$ cat config.mk
export PLATFORM = sky130hd
export DESIGN_NAME = iis_status
export DESIGN_NICKNAME = d
export VERILOG_FILES = /design/src/design/iis_pkg.sv /design/src/design/iis_status.sv
export SDC_FILE = /design/constraint.sdc
export NUM_CORES = 1
export LEC_CHECK = 0
export BUFFER_PORTS_ARGS = -buffer_cell sky130_fd_sc_hd__buf_2
export CORE_MARGIN = 5
export CORE_UTILIZATION = 41
export CTS_BUF_LIST = sky130_fd_sc_hd__clkbuf_8
export DETAILED_ROUTE_END_ITERATION = 7
export PLACE_DENSITY = 0.78
export SLEW_MARGIN = 10
export SYNTH_ARGS = -nofsm -noshare
export SYNTH_HDL_FRONTEND = slang
export SYNTH_SLANG_ARGS = --single-unit
$ cat constraint.sdc
create_clock -name clk_sys -period 1.5 [get_ports clk_sys]
set_input_delay 0.075 -clock clk_sys [delete_from_list [all_inputs] [get_ports clk_sys]]
set_output_delay 0.075 -clock clk_sys [all_outputs]
set_load 0.005 [all_outputs]
$ cat src/design/iis_pkg.sv
// constants for the masked interrupt status logic of the two-wire controller
// assumes a peripheral register port on clk_sys and event strobes from the controller state machines
// Operation
// - general call acked sets bit 11 until cleared
// - general call data goes into receive buffer
// - bit 10 flags start or repeated start
// - bit 9 flags stop condition seen
// - bit 8 latches activity; cleared only by disable, activity clear read or combined clear read
// - bit 7 set on master nack, slave transmit
// - bit 6 set on transmit abort, cause recorded
// - abort flushes transmit fifo until abort clear
// - read request sets bit 5, holds SCL low
// - read request clear read drops bit 5
// - bit 4 while tx level at/below threshold
// - disabled: tx fifo flushed, empty follows activity
// - bit 3 on write to full tx buffer
// - overflow/underflow flags held until internal enable drops
// - bit 2 at/above rx threshold, disable clears
// - bit 1 on byte into full rx buffer
// - bit 0 on data read while empty
// - masked status is raw status and mask
`default_nettype none

package iis_pkg;

  localparam logic [31:0] OFS_MASKED_STAT = 32'h5000132C;
  localparam logic [31:0] OFS_MASK        = 32'h50001330;
  localparam logic [31:0] OFS_RAW_STAT    = 32'h50001334;

  localparam int unsigned REG_W     = 16;
  localparam int unsigned NFLAG     = 12;
  localparam int unsigned LVL_W     = 6;
  localparam int unsigned THR_W     = 8;
  localparam logic [5:0]  FIFO_DEPTH = 6'h20;

  localparam int unsigned B_RX_UNDER = 0;
  localparam int unsigned B_RX_OVER  = 1;
  localparam int unsigned B_RX_FULL  = 2;
  localparam int unsigned B_TX_OVER  = 3;
  localparam int unsigned B_TX_EMPTY = 4;
  localparam int unsigned B_RD_REQ   = 5;
  localparam int unsigned B_TX_ABORT = 6;
  localparam int unsigned B_TX_DONE  = 7;
  localparam int unsigned B_ACTIVITY = 8;
  localparam int unsigned B_STOP     = 9;
  localparam int unsigned B_START    = 10;
  localparam int unsigned B_GEN_CALL = 11;

  localparam logic [11:0] MASK_RESET = 12'h8FF;
  localparam logic [11:0] FLAG_RESET = 12'h000;

endpackage : iis_pkg

`default_nettype wire

$ cat src/design/iis_status.sv
// masked interrupt status, raw status and mask registers of the two-wire controller
// assumes event strobes and fifo levels come from logic on clk_sys; scl and sda come from pins
`default_nettype none

module iis_sticky #(
  parameter logic RST_VAL = 1'b0
) (
  input  wire logic clk_sys,
  input  wire logic rst_n,
  input  wire logic set_i,
  input  wire logic clr_i,
  output logic      flag_d,
  output logic      flag_q
);

  // set wins over a clear in the same cycle
  assign flag_d = set_i | (flag_q & ~clr_i);

  always_ff @(posedge clk_sys) begin
    if (!rst_n) begin
      flag_q <= RST_VAL;
    end else begin
      flag_q <= flag_d;
    end
  end

endmodule : iis_sticky

module iis_status (
  input  wire logic                         clk_sys,
  input  wire logic                         rst_n,
  // register port
  input  wire logic [31:0]                  reg_addr,
  input  wire logic                         reg_rd,
  input  wire logic                         reg_wr,
  input  wire logic [iis_pkg::REG_W-1:0]    reg_wdata,
  output logic      [iis_pkg::REG_W-1:0]    reg_rdata_q,
  // bus pins
  input  wire logic                         scl_i,
  input  wire logic                         sda_i,
  output logic                              scl_o_q,
  output logic                              scl_oe_q,
  // controls
  input  wire logic                         enable_bit,
  input  wire logic                         internal_enable,
  input  wire logic [iis_pkg::THR_W-1:0]    tx_threshold_field,
  input  wire logic [iis_pkg::THR_W-1:0]    rx_threshold_field,
  // clear register read strobes
  input  wire logic                         general_call_clear_rd,
  input  wire logic                         activity_clear_rd,
  input  wire logic                         combined_clear_rd,
  input  wire logic                         abort_clear_rd,
  input  wire logic                         read_request_clear_rd,
  // data_command_port accesses
  input  wire logic                         data_cmd_wr,
  input  wire logic                         data_cmd_rd,
  // state machine events
  input  wire logic                         fsm_active,
  input  wire logic                         gen_call_acked,
  input  wire logic                         slave_tx_nack,
  input  wire logic                         tx_abort_event,
  input  wire logic [7:0]                   tx_abort_cause,
  input  wire logic                         slave_read_req,
  input  wire logic                         rx_byte_valid,
  input  wire logic [iis_pkg::LVL_W-1:0]    tx_level,
  input  wire logic [iis_pkg::LVL_W-1:0]    rx_level,
  // fifo control
  output logic                              tx_flush_q,
  output logic                              tx_push_q,
  output logic                              rx_flush_q,
  output logic                              rx_push_q,
  output logic      [7:0]                   abort_cause_q
);

  logic [2:0]                scl_sync_q;
  logic [2:0]                sda_sync_q;
  wire  [iis_pkg::NFLAG-1:0] raw_q;
  wire  [iis_pkg::NFLAG-1:0] raw_d;
  logic                      tx_empty_q;
  logic                      rx_full_q;
  logic                      gen_q;
  logic                      gen_d;
  logic                      start_q;
  logic                      start_d;
  logic                      stop_q;
  logic                      stop_d;
  logic                      act_q;
  logic                      act_d;
  logic                      done_q;
  logic                      done_d;
  logic                      abrt_q;
  logic                      abrt_d;
  logic                      rdrq_q;
  logic                      rdrq_d;
  logic                      txov_q;
  logic                      txov_d;
  logic                      rxov_q;
  logic                      rxov_d;
  logic                      rxun_q;
  logic                      rxun_d;
  logic [iis_pkg::NFLAG-1:0] mask_q;
  logic [iis_pkg::NFLAG-1:0] mask_d;
  logic [iis_pkg::REG_W-1:0] rdata_d;

  // bus condition detection on synchronised pins
  wire scl_hi    = scl_sync_q[1] & scl_sync_q[2];
  wire start_det = scl_hi & sda_sync_q[2] & ~sda_sync_q[1];
  wire stop_det  = scl_hi & ~sda_sync_q[2] & sda_sync_q[1];

  wire disabled   = ~enable_bit;
  wire ien_off    = ~internal_enable;
  wire tx_full    = tx_level == iis_pkg::FIFO_DEPTH;
  wire rx_full    = rx_level == iis_pkg::FIFO_DEPTH;
  wire rx_empty   = rx_level == {iis_pkg::LVL_W{1'b0}};

  wire [iis_pkg::THR_W-1:0] tx_lvl_w = {{(iis_pkg::THR_W-iis_pkg::LVL_W){1'b0}}, tx_level};
  wire [iis_pkg::THR_W-1:0] rx_lvl_w = {{(iis_pkg::THR_W-iis_pkg::LVL_W){1'b0}}, rx_level};

  // level flags
  wire tx_empty_lvl = disabled ? fsm_active : (tx_lvl_w <= tx_threshold_field);
  wire rx_full_lvl  = ~disabled & (rx_lvl_w >= rx_threshold_field);

  // set terms
  wire set_gen  = gen_call_acked & enable_bit;
  wire set_act  = fsm_active | start_det | stop_det;
  wire set_acte = set_act & ~disabled;
  wire set_done = slave_tx_nack;
  wire set_abrt = tx_abort_event;
  wire set_rdrq = slave_read_req;
  wire set_txov = data_cmd_wr & tx_full;
  wire set_rxov = rx_byte_valid & rx_full;
  wire set_rxun = data_cmd_rd & rx_empty;

  // clear terms; set wins over clear
  wire clr_gen  = disabled | general_call_clear_rd;
  wire clr_act  = disabled | activity_clear_rd | combined_clear_rd;
  wire clr_abrt = abort_clear_rd;
  wire clr_rdrq = read_request_clear_rd;
  wire clr_err  = ien_off;

  // sticky flag cells
  iis_sticky #(.RST_VAL(iis_pkg::FLAG_RESET[iis_pkg::B_GEN_CALL])) i_gen (
    .clk_sys (clk_sys),
    .rst_n   (rst_n),
    .set_i   (set_gen),
    .clr_i   (clr_gen),
    .flag_d  (gen_d),
    .flag_q  (gen_q)
  );
  iis_sticky #(.RST_VAL(iis_pkg::FLAG_RESET[iis_pkg::B_START])) i_start (
    .clk_sys (clk_sys),
    .rst_n   (rst_n),
    .set_i   (start_det),
    .clr_i   (combined_clear_rd),
    .flag_d  (start_d),
    .flag_q  (start_q)
  );
  iis_sticky #(.RST_VAL(iis_pkg::FLAG_RESET[iis_pkg::B_STOP])) i_stop (
    .clk_sys (clk_sys),
    .rst_n   (rst_n),
    .set_i   (stop_det),
    .clr_i   (combined_clear_rd),
    .flag_d  (stop_d),
    .flag_q  (stop_q)
  );
  iis_sticky #(.RST_VAL(iis_pkg::FLAG_RESET[iis_pkg::B_ACTIVITY])) i_act (
    .clk_sys (clk_sys),
    .rst_n   (rst_n),
    .set_i   (set_acte),
    .clr_i   (clr_act),
    .flag_d  (act_d),
    .flag_q  (act_q)
  );
  iis_sticky #(.RST_VAL(iis_pkg::FLAG_RESET[iis_pkg::B_TX_DONE])) i_done (
    .clk_sys (clk_sys),
    .rst_n   (rst_n),
    .set_i   (set_done),
    .clr_i   (combined_clear_rd),
    .flag_d  (done_d),
    .flag_q  (done_q)
  );
  iis_sticky #(.RST_VAL(iis_pkg::FLAG_RESET[iis_pkg::B_TX_ABORT])) i_abrt (
    .clk_sys (clk_sys),
    .rst_n   (rst_n),
    .set_i   (set_abrt),
    .clr_i   (clr_abrt),
    .flag_d  (abrt_d),
    .flag_q  (abrt_q)
  );
  iis_sticky #(.RST_VAL(iis_pkg::FLAG_RESET[iis_pkg::B_RD_REQ])) i_rdrq (
    .clk_sys (clk_sys),
    .rst_n   (rst_n),
    .set_i   (set_rdrq),
    .clr_i   (clr_rdrq),
    .flag_d  (rdrq_d),
    .flag_q  (rdrq_q)
  );
  iis_sticky #(.RST_VAL(iis_pkg::FLAG_RESET[iis_pkg::B_TX_OVER])) i_txov (
    .clk_sys (clk_sys),
    .rst_n   (rst_n),
    .set_i   (set_txov),
    .clr_i   (clr_err),
    .flag_d  (txov_d),
    .flag_q  (txov_q)
  );
  iis_sticky #(.RST_VAL(iis_pkg::FLAG_RESET[iis_pkg::B_RX_OVER])) i_rxov (
    .clk_sys (clk_sys),
    .rst_n   (rst_n),
    .set_i   (set_rxov),
    .clr_i   (clr_err),
    .flag_d  (rxov_d),
    .flag_q  (rxov_q)
  );
  iis_sticky #(.RST_VAL(iis_pkg::FLAG_RESET[iis_pkg::B_RX_UNDER])) i_rxun (
    .clk_sys (clk_sys),
    .rst_n   (rst_n),
    .set_i   (set_rxun),
    .clr_i   (clr_err),
    .flag_d  (rxun_d),
    .flag_q  (rxun_q)
  );

  // raw status next value
  assign raw_d[iis_pkg::B_GEN_CALL] = gen_d;
  assign raw_d[iis_pkg::B_START]    = start_d;
  assign raw_d[iis_pkg::B_STOP]     = stop_d;
  assign raw_d[iis_pkg::B_ACTIVITY] = act_d;
  assign raw_d[iis_pkg::B_TX_DONE]  = done_d;
  assign raw_d[iis_pkg::B_TX_ABORT] = abrt_d;
  assign raw_d[iis_pkg::B_RD_REQ]   = rdrq_d;
  assign raw_d[iis_pkg::B_TX_EMPTY] = tx_empty_lvl;
  assign raw_d[iis_pkg::B_TX_OVER]  = txov_d;
  assign raw_d[iis_pkg::B_RX_FULL]  = rx_full_lvl;
  assign raw_d[iis_pkg::B_RX_OVER]  = rxov_d;
  assign raw_d[iis_pkg::B_RX_UNDER] = rxun_d;

  // raw status
  assign raw_q[iis_pkg::B_GEN_CALL] = gen_q;
  assign raw_q[iis_pkg::B_START]    = start_q;
  assign raw_q[iis_pkg::B_STOP]     = stop_q;
  assign raw_q[iis_pkg::B_ACTIVITY] = act_q;
  assign raw_q[iis_pkg::B_TX_DONE]  = done_q;
  assign raw_q[iis_pkg::B_TX_ABORT] = abrt_q;
  assign raw_q[iis_pkg::B_RD_REQ]   = rdrq_q;
  assign raw_q[iis_pkg::B_TX_EMPTY] = tx_empty_q;
  assign raw_q[iis_pkg::B_TX_OVER]  = txov_q;
  assign raw_q[iis_pkg::B_RX_FULL]  = rx_full_q;
  assign raw_q[iis_pkg::B_RX_OVER]  = rxov_q;
  assign raw_q[iis_pkg::B_RX_UNDER] = rxun_q;

  // register decode
  wire sel_masked = reg_addr == iis_pkg::OFS_MASKED_STAT;
  wire sel_mask   = reg_addr == iis_pkg::OFS_MASK;
  wire sel_raw    = reg_addr == iis_pkg::OFS_RAW_STAT;

  wire [iis_pkg::NFLAG-1:0] masked = raw_q & mask_q;

  always_comb begin
    mask_d  = mask_q;
    rdata_d = {iis_pkg::REG_W{1'b0}};
    if (reg_wr && sel_mask) begin
      mask_d = reg_wdata[iis_pkg::NFLAG-1:0];
    end
    if (reg_rd && sel_masked) begin
      rdata_d = {4'h0, masked};
    end else if (reg_rd && sel_mask) begin
      rdata_d = {4'h0, mask_q};
    end else if (reg_rd && sel_raw) begin
      rdata_d = {4'h0, raw_q};
    end
  end

  // fifo control: flush tx on abort or disable, rx on disable; keep rx on full
  wire tx_flush_d = raw_d[iis_pkg::B_TX_ABORT] | disabled;
  wire tx_push_d  = data_cmd_wr & ~tx_full & ~tx_flush_d;
  wire rx_push_d  = rx_byte_valid & ~rx_full & enable_bit;

  always_ff @(posedge clk_sys) begin
    if (!rst_n) begin
      scl_sync_q <= 3'h7;
      sda_sync_q <= 3'h7;
    end else begin
      scl_sync_q <= {scl_sync_q[1:0], scl_i};
      sda_sync_q <= {sda_sync_q[1:0], sda_i};
    end
  end

  always_ff @(posedge clk_sys) begin
    if (!rst_n) begin
      tx_empty_q <= iis_pkg::FLAG_RESET[iis_pkg::B_TX_EMPTY];
      rx_full_q  <= iis_pkg::FLAG_RESET[iis_pkg::B_RX_FULL];
      mask_q     <= iis_pkg::MASK_RESET;
    end else begin
      tx_empty_q <= tx_empty_lvl;
      rx_full_q  <= rx_full_lvl;
      mask_q     <= mask_d;
    end
  end

  always_ff @(posedge clk_sys) begin
    if (!rst_n) begin
      reg_rdata_q <= {iis_pkg::REG_W{1'b0}};
    end else begin
      reg_rdata_q <= rdata_d;
    end
  end

  always_ff @(posedge clk_sys) begin
    if (!rst_n) begin
      abort_cause_q <= 8'h00;
    end else if (set_abrt) begin
      abort_cause_q <= tx_abort_cause;
    end
  end

  // hold scl low while a read request waits for service
  always_ff @(posedge clk_sys) begin
    if (!rst_n) begin
      scl_o_q  <= 1'b0;
      scl_oe_q <= 1'b0;
    end else begin
      scl_o_q  <= 1'b0;
      scl_oe_q <= raw_d[iis_pkg::B_RD_REQ];
    end
  end

  always_ff @(posedge clk_sys) begin
    if (!rst_n) begin
      tx_flush_q <= 1'b1;
      tx_push_q  <= 1'b0;
      rx_flush_q <= 1'b1;
      rx_push_q  <= 1'b0;
    end else begin
      tx_flush_q <= tx_flush_d;
      tx_push_q  <= tx_push_d;
      rx_flush_q <= disabled;
      rx_push_q  <= rx_push_d;
    end
  end

endmodule : iis_status

`default_nettype wire

**Word-level counts from Yosys, hierarchy flattened**

Index checks and enable logic that the tools add are counted.

- Magnitude comparators: 2
- Equal/unequal tests: 5
- Muxes and demuxes: 4
- Bitwise logic cells: 54
- Reductions and logical operators: 6

Operators with widths:

| operator | count |
|---|---|
| 32-bit by 31-bit == test with 1-bit output, second input constant | 3 |
| 12-bit two-way mux | 3 |
| 1-bit bitwise AND | 25 |
| 1-bit OR | 16 |
| 12-bit bitwise AND | 1 |
| 6-bit == test, second input constant | 2 |
| 1-bit NOT | 12 |
| 6-bit by 8-bit greater-or-equal comparator with 1-bit output | 1 |
| 6-bit by 8-bit <= comparator with 1-bit output | 1 |
| 6-bit zero test | 1 |
| 1-bit logical AND | 4 |
| 3-bit OR reduction | 1 |
| 1-bit two-way mux | 1 |

- Bits in registers: 58
- Input port bits: 105
- Output and inout bits: 30

**Logic depth before layout (Yosys ltp)**

- Depth after elaboration: 7
- Mapped depth: 7
- Gate-level depth less buffers: 7

**Modules after synthesis**

Synthesis repeated with hierarchy kept, for this count alone.

- Cells, all modules: 271
- Area total of the unflattened synthesis: 2,620.0 um^2

By module, submodules not included:

| module | instances | cells each | area each (um^2) |
|---|---|---|---|
| iis_status | 1 | 231 | 2,144.6 |
| iis_sticky | 10 | 4 | 47.5 |

**Worst setup path after synthesis**

No wires, ideal clock.

- Path type: in2reg
- From: input reg_addr[13]
- To: register mask_q[11] (netlist name)
- Library setup time: 129 ps
- Arrival time: 1,287 ps
- Data required time: 1,371 ps
- Slack: 83 ps
- Stages on the path: 6
- Cell sequence: nor4b_2 nand4_1 nor3_4 buf_8 mux2i_1 nand2_1

- Word-level cells in the longest chain between the ends: 2

RTL lines:

| item | RTL line | text |
|---|---|---|
| start, declared | iis_status.sv:33 | `input wire logic [31:0] reg_addr,` |
| 32-bit by 31-bit == test with 1-bit output | iis_status.sv:253 | `wire sel_mask = reg_addr == iis_pkg::OFS_MASK;` |
| 1-bit logical AND | iis_status.sv:261 | `if (reg_wr && sel_mask) begin` |
| end signal, assigned | iis_status.sv:292 | `mask_q <= iis_pkg::MASK_RESET;` |
| end signal, assigned | iis_status.sv:296 | `mask_q <= mask_d;` |
| end, declared | iis_status.sv:101 | `logic [iis_pkg::NFLAG-1:0] mask_q;` |

Every way passes these cells.
A chain may end at the register's enable or synchronous reset.

**Final worst setup path**

- From: input tx_level[5] (netlist name)
- To: register tx_empty_q

- Word-level cells in the longest chain between the ends: 2

RTL lines:

| item | RTL line | text |
|---|---|---|
| start, declared | iis_status.sv:65 | `input wire logic [iis_pkg::LVL_W-1:0] tx_level,` |
| 6-bit by 8-bit <= comparator with 1-bit output | iis_status.sv:120 | `wire tx_empty_lvl = disabled ? fsm_active : (tx_lvl_w <= tx_threshold_field);` |
| 1-bit two-way mux | iis_status.sv:120 |  |
| end signal, assigned | iis_status.sv:290 | `tx_empty_q <= iis_pkg::FLAG_RESET[iis_pkg::B_TX_EMPTY];` |
| end signal, assigned | iis_status.sv:294 | `tx_empty_q <= tx_empty_lvl;` |
| end, declared | iis_status.sv:79 | `logic tx_empty_q;` |

Every way passes these cells.

==> impl_metrics.py <==
metrics = {
    "logic_synthesis": {
        "synth-seq-cells": 54,
        "avgSynthCellArea_um2": 9.45,
        "yosysUniqueCellTypes": 38,
        "synth-warning-count": 0,
        "synth_top_area_share": 0.443,
        "synthMuxAreaShare": 0.0698,
        "yosys.area.top_type": "dfxtp_1",
        "synthCells": 258,
        "synthXorXnorAreaFrac": 0.00359,
        "synthFlopType": "dfxtp_1",
        "synth-adder-area-share": 0.0616,
        "synth_compound_area_frac": 0.148,
        "yosysMostFrequentCell": "dfxtp_1",
        "synth_top_family_by_area": "simple AND/OR/NAND/NOR gates",
        "synth-simple-area-share": 0.209,
        "yosys-top-cells-count": "dfxtp_1, nor2_1, inv_1, nand2_1, mux2i_1",
        "netlist_top_cells_area": "dfxtp_1, mux2i_1, ha_1",
        "synth-edff-count": 0,
        "yosysSeqAreaShare": 0.443,
        "synth_area_um2": 2440,
        "ys_async_sr_fraction": 0,
    },
    "clocking": {
        "clk_path_buf_depth": 2,
        "cts_root_buffer": "clkbuf_8",
        "numClockSinks": 54,
        "cts_max_level": 2,
        "clk_latency_ns": 0.30,
        "cts-buffers-inserted": 5,
        "cts_setup_buffers": 0,
        "cts_tree": "built",
        "clk_pin_slew_worst_paths_ns": 0.09,
    },
    "global_route": {
        "overflow": 0,
        "antenna_found_initial": 0,
        "grtUsageTotal": 0.177,
        "grt_max_degree": 35,
        "grt_pass1_wl_um": 10600,
        "grt_pass1_vias": 2274,
    },
    "timing": {
        "setup_viol": 0,
        "tightest_slew_ns": 0.795,
        "fmaxAchievable_mhz": 828,
        "fin_worst_skew_ns": 0.00267,
        "fin_crit_ns": 1.21,
        "final_hold_viol_count": 0,
        "rsz0062_at_grt": "false",
        "maxSlewHeadroom": 0.468,
        "report.final.slew_viol_count": 0,
        "period_share": 0.805,
    },
    "floorplanning": {
        "die_w_um": 87.1,
        "num_rows": 28,
        "die_h_um": 87.1,
        "dieArea_um2": 7590,
        "initial_core_util": 0.417,
        "coreArea_um2": 5850,
        "ios": 135,
    },
    "power": {
        "powerDensity_nw_per_um2": 786,
        "p_leak_nw": 1.71,
        "peakVddDrop_mv": 0.394,
        "p_total_mw": 2.69,
    },
    "worst_setup_path": {
        "crit_slowest_cell": "dlygate4sd3_1",
        "end_kind": "flop",
        "cp_cell_sequence": "dlygate4sd3_1 > buf_2 > ha_1 > a41oi_1 > a21oi_1",
        "max_stage_delay_ns": 0.55,
        "worstSetupStartpointType": "input pin",
        "crit_fanout": 3,
        "cp_data_arrival_time_ns": 1.40,
        "critPathKind": "in -> reg",
        "cp_data_required_time_ns": 1.69,
    },
    "detailed_routing": {
        "dr_total_vias": 2304,
        "ant_nets": 0,
        "drc_errors": 0,
        "dr.pass1.iters": 4,
        "drt_first_iter_violations": 53,
        "wl_um": 6630,
        "vias_per_cell": 4.80,
        "routedWlPerCell_um": 13.8,
    },
    "placement": {
        "placed_area_um2": 3140,
        "gp_congestion": 0.803,
        "port_buffers": 125,
        "place_hpwl_um": 5130,
    },
    "final_layout": {
        "fin_area_um2": 3430,
        "n_antenna_cell": 0,
        "area_growth_pct": 40.5,
        "drive_above_1_share": 0.356,
        "nets": 521,
    },
    "min_path": {
        "min_path_type": "in -> reg",
    },
    "job": {
        "max_cap_viol_count": 0,
    },
    "run_status": {
        "outcome": "finished, final reports clean",
    },
}
cell usage in the layout (no fill, tap or decap), types with 4 or more instances in the layout:
cell / synthesis / layout
nand2_1: 18 / 18
ha_1: 12 / 12
o21ai_0: 6 / 6
dfxtp_1: 54 / 54
nor2b_1: 14 / 14
nand2b_1: 9 / 9
clkbuf_8: 0 / 5
conb_1: 1 / 5
mux2i_1: 17 / 17
a21oi_1: 9 / 9
a21o_1: 14 / 14
inv_1: 18 / 18
nand3_1: 8 / 8
dlygate4sd3_1: 0 / 20
a22oi_1: 11 / 11
nor2_1: 19 / 19
buf_2: 0 / 125
buf_4: 5 / 4
layout make-up:
cell class                 instances  area (um2)
tap                               75        93.8
multi-input combinational        175        1220
clock inverter                     3        21.3
clock buffer                       5        68.8
timing repair buffer             150         876
inverter                          18        67.6
sequential                        54        1080
fill                             552        2420
state kept, by name (all words and copies together) (netlist names), 3 cells and up:
signal	count
abort_cause_q	8
reg_rdata_q	12
mask_q	12
scl_sync_q	3
sda_sync_q	3
routing by layer:
| layer | part of all wire | routed length [um] | global-route usage |
|---|---|---|---|
| met1 | 0.42 | 2800 | 0.214 |
| met2 | 0.49 | 3270 | 0.312 |
| met3 | 0.075 | 497 | 0.0435 |
| met4 | 0.0097 | 64 | 0.0488 |
| met5 | 0 | 0 | 0 |
critical path, delay by kind of cell:
| family | cells | cell delay, ns |
|---|---|---|
| adder cells (fa/ha/maj) | 1 | 0.29 |
| buffers and inverters | 2 | 0.69 |
| AO/OA/AOI/OAI | 2 | 0.35 |
worst paths after layout:
check,slack [ns],from,depth (start not counted),endpoint
worst max-delay path,0.29,tx_level[5],5,tx_empty_q$_SDFF_PN0_
worst min-delay path,0.02,enable_bit,2,tx_flush_q$_SDFF_PN1_
worst max register to register,0.45,i_abrt.flag_q$_SDFF_PN0_,3,tx_push_q$_SDFF_PN0_
worst min register to register,0.41,scl_sync_q[0]$_SDFF_PN1_,1,scl_sync_q[1]$_SDFF_PN1_
where the power goes:
group          internal [mW]  switching (mW)
combinational          0.232           0.172
sequential              1.47          0.0208
clock                  0.329           0.472
total                   2.03           0.664
cell families after synthesis:
family / count (synthesis)
other: 1
adders and majority gates: 12
AOI/OAI and AO/OA: 52
buffers and inverters: 33
and+or+nand+nor: 88
xor gates and xnor gates: 1
muxes: 17
DFF: 54
stage by stage:
stage	hold WS [ns]	util	setup slack [ns]	cells	TNS (ns)
floorplan	0.163	-	0.0831	262	0
global placement	0.259	0.536	0.0397	452	0
detailed placement	0.263	0.536	-0.0476	452	-0.182
CTS	0.00860	0.586	0.302	480	0
global route	0.0229	0.586	0.132	480	0
finish	0.0178	0.586	0.293	480	0
repair_timing:
item	CTS	global route
endpoints found under the hold margin	19	0
hold buffers	20	0
resized for setup	0	0
No activity file was read; power rests on OpenSTA's default activity.
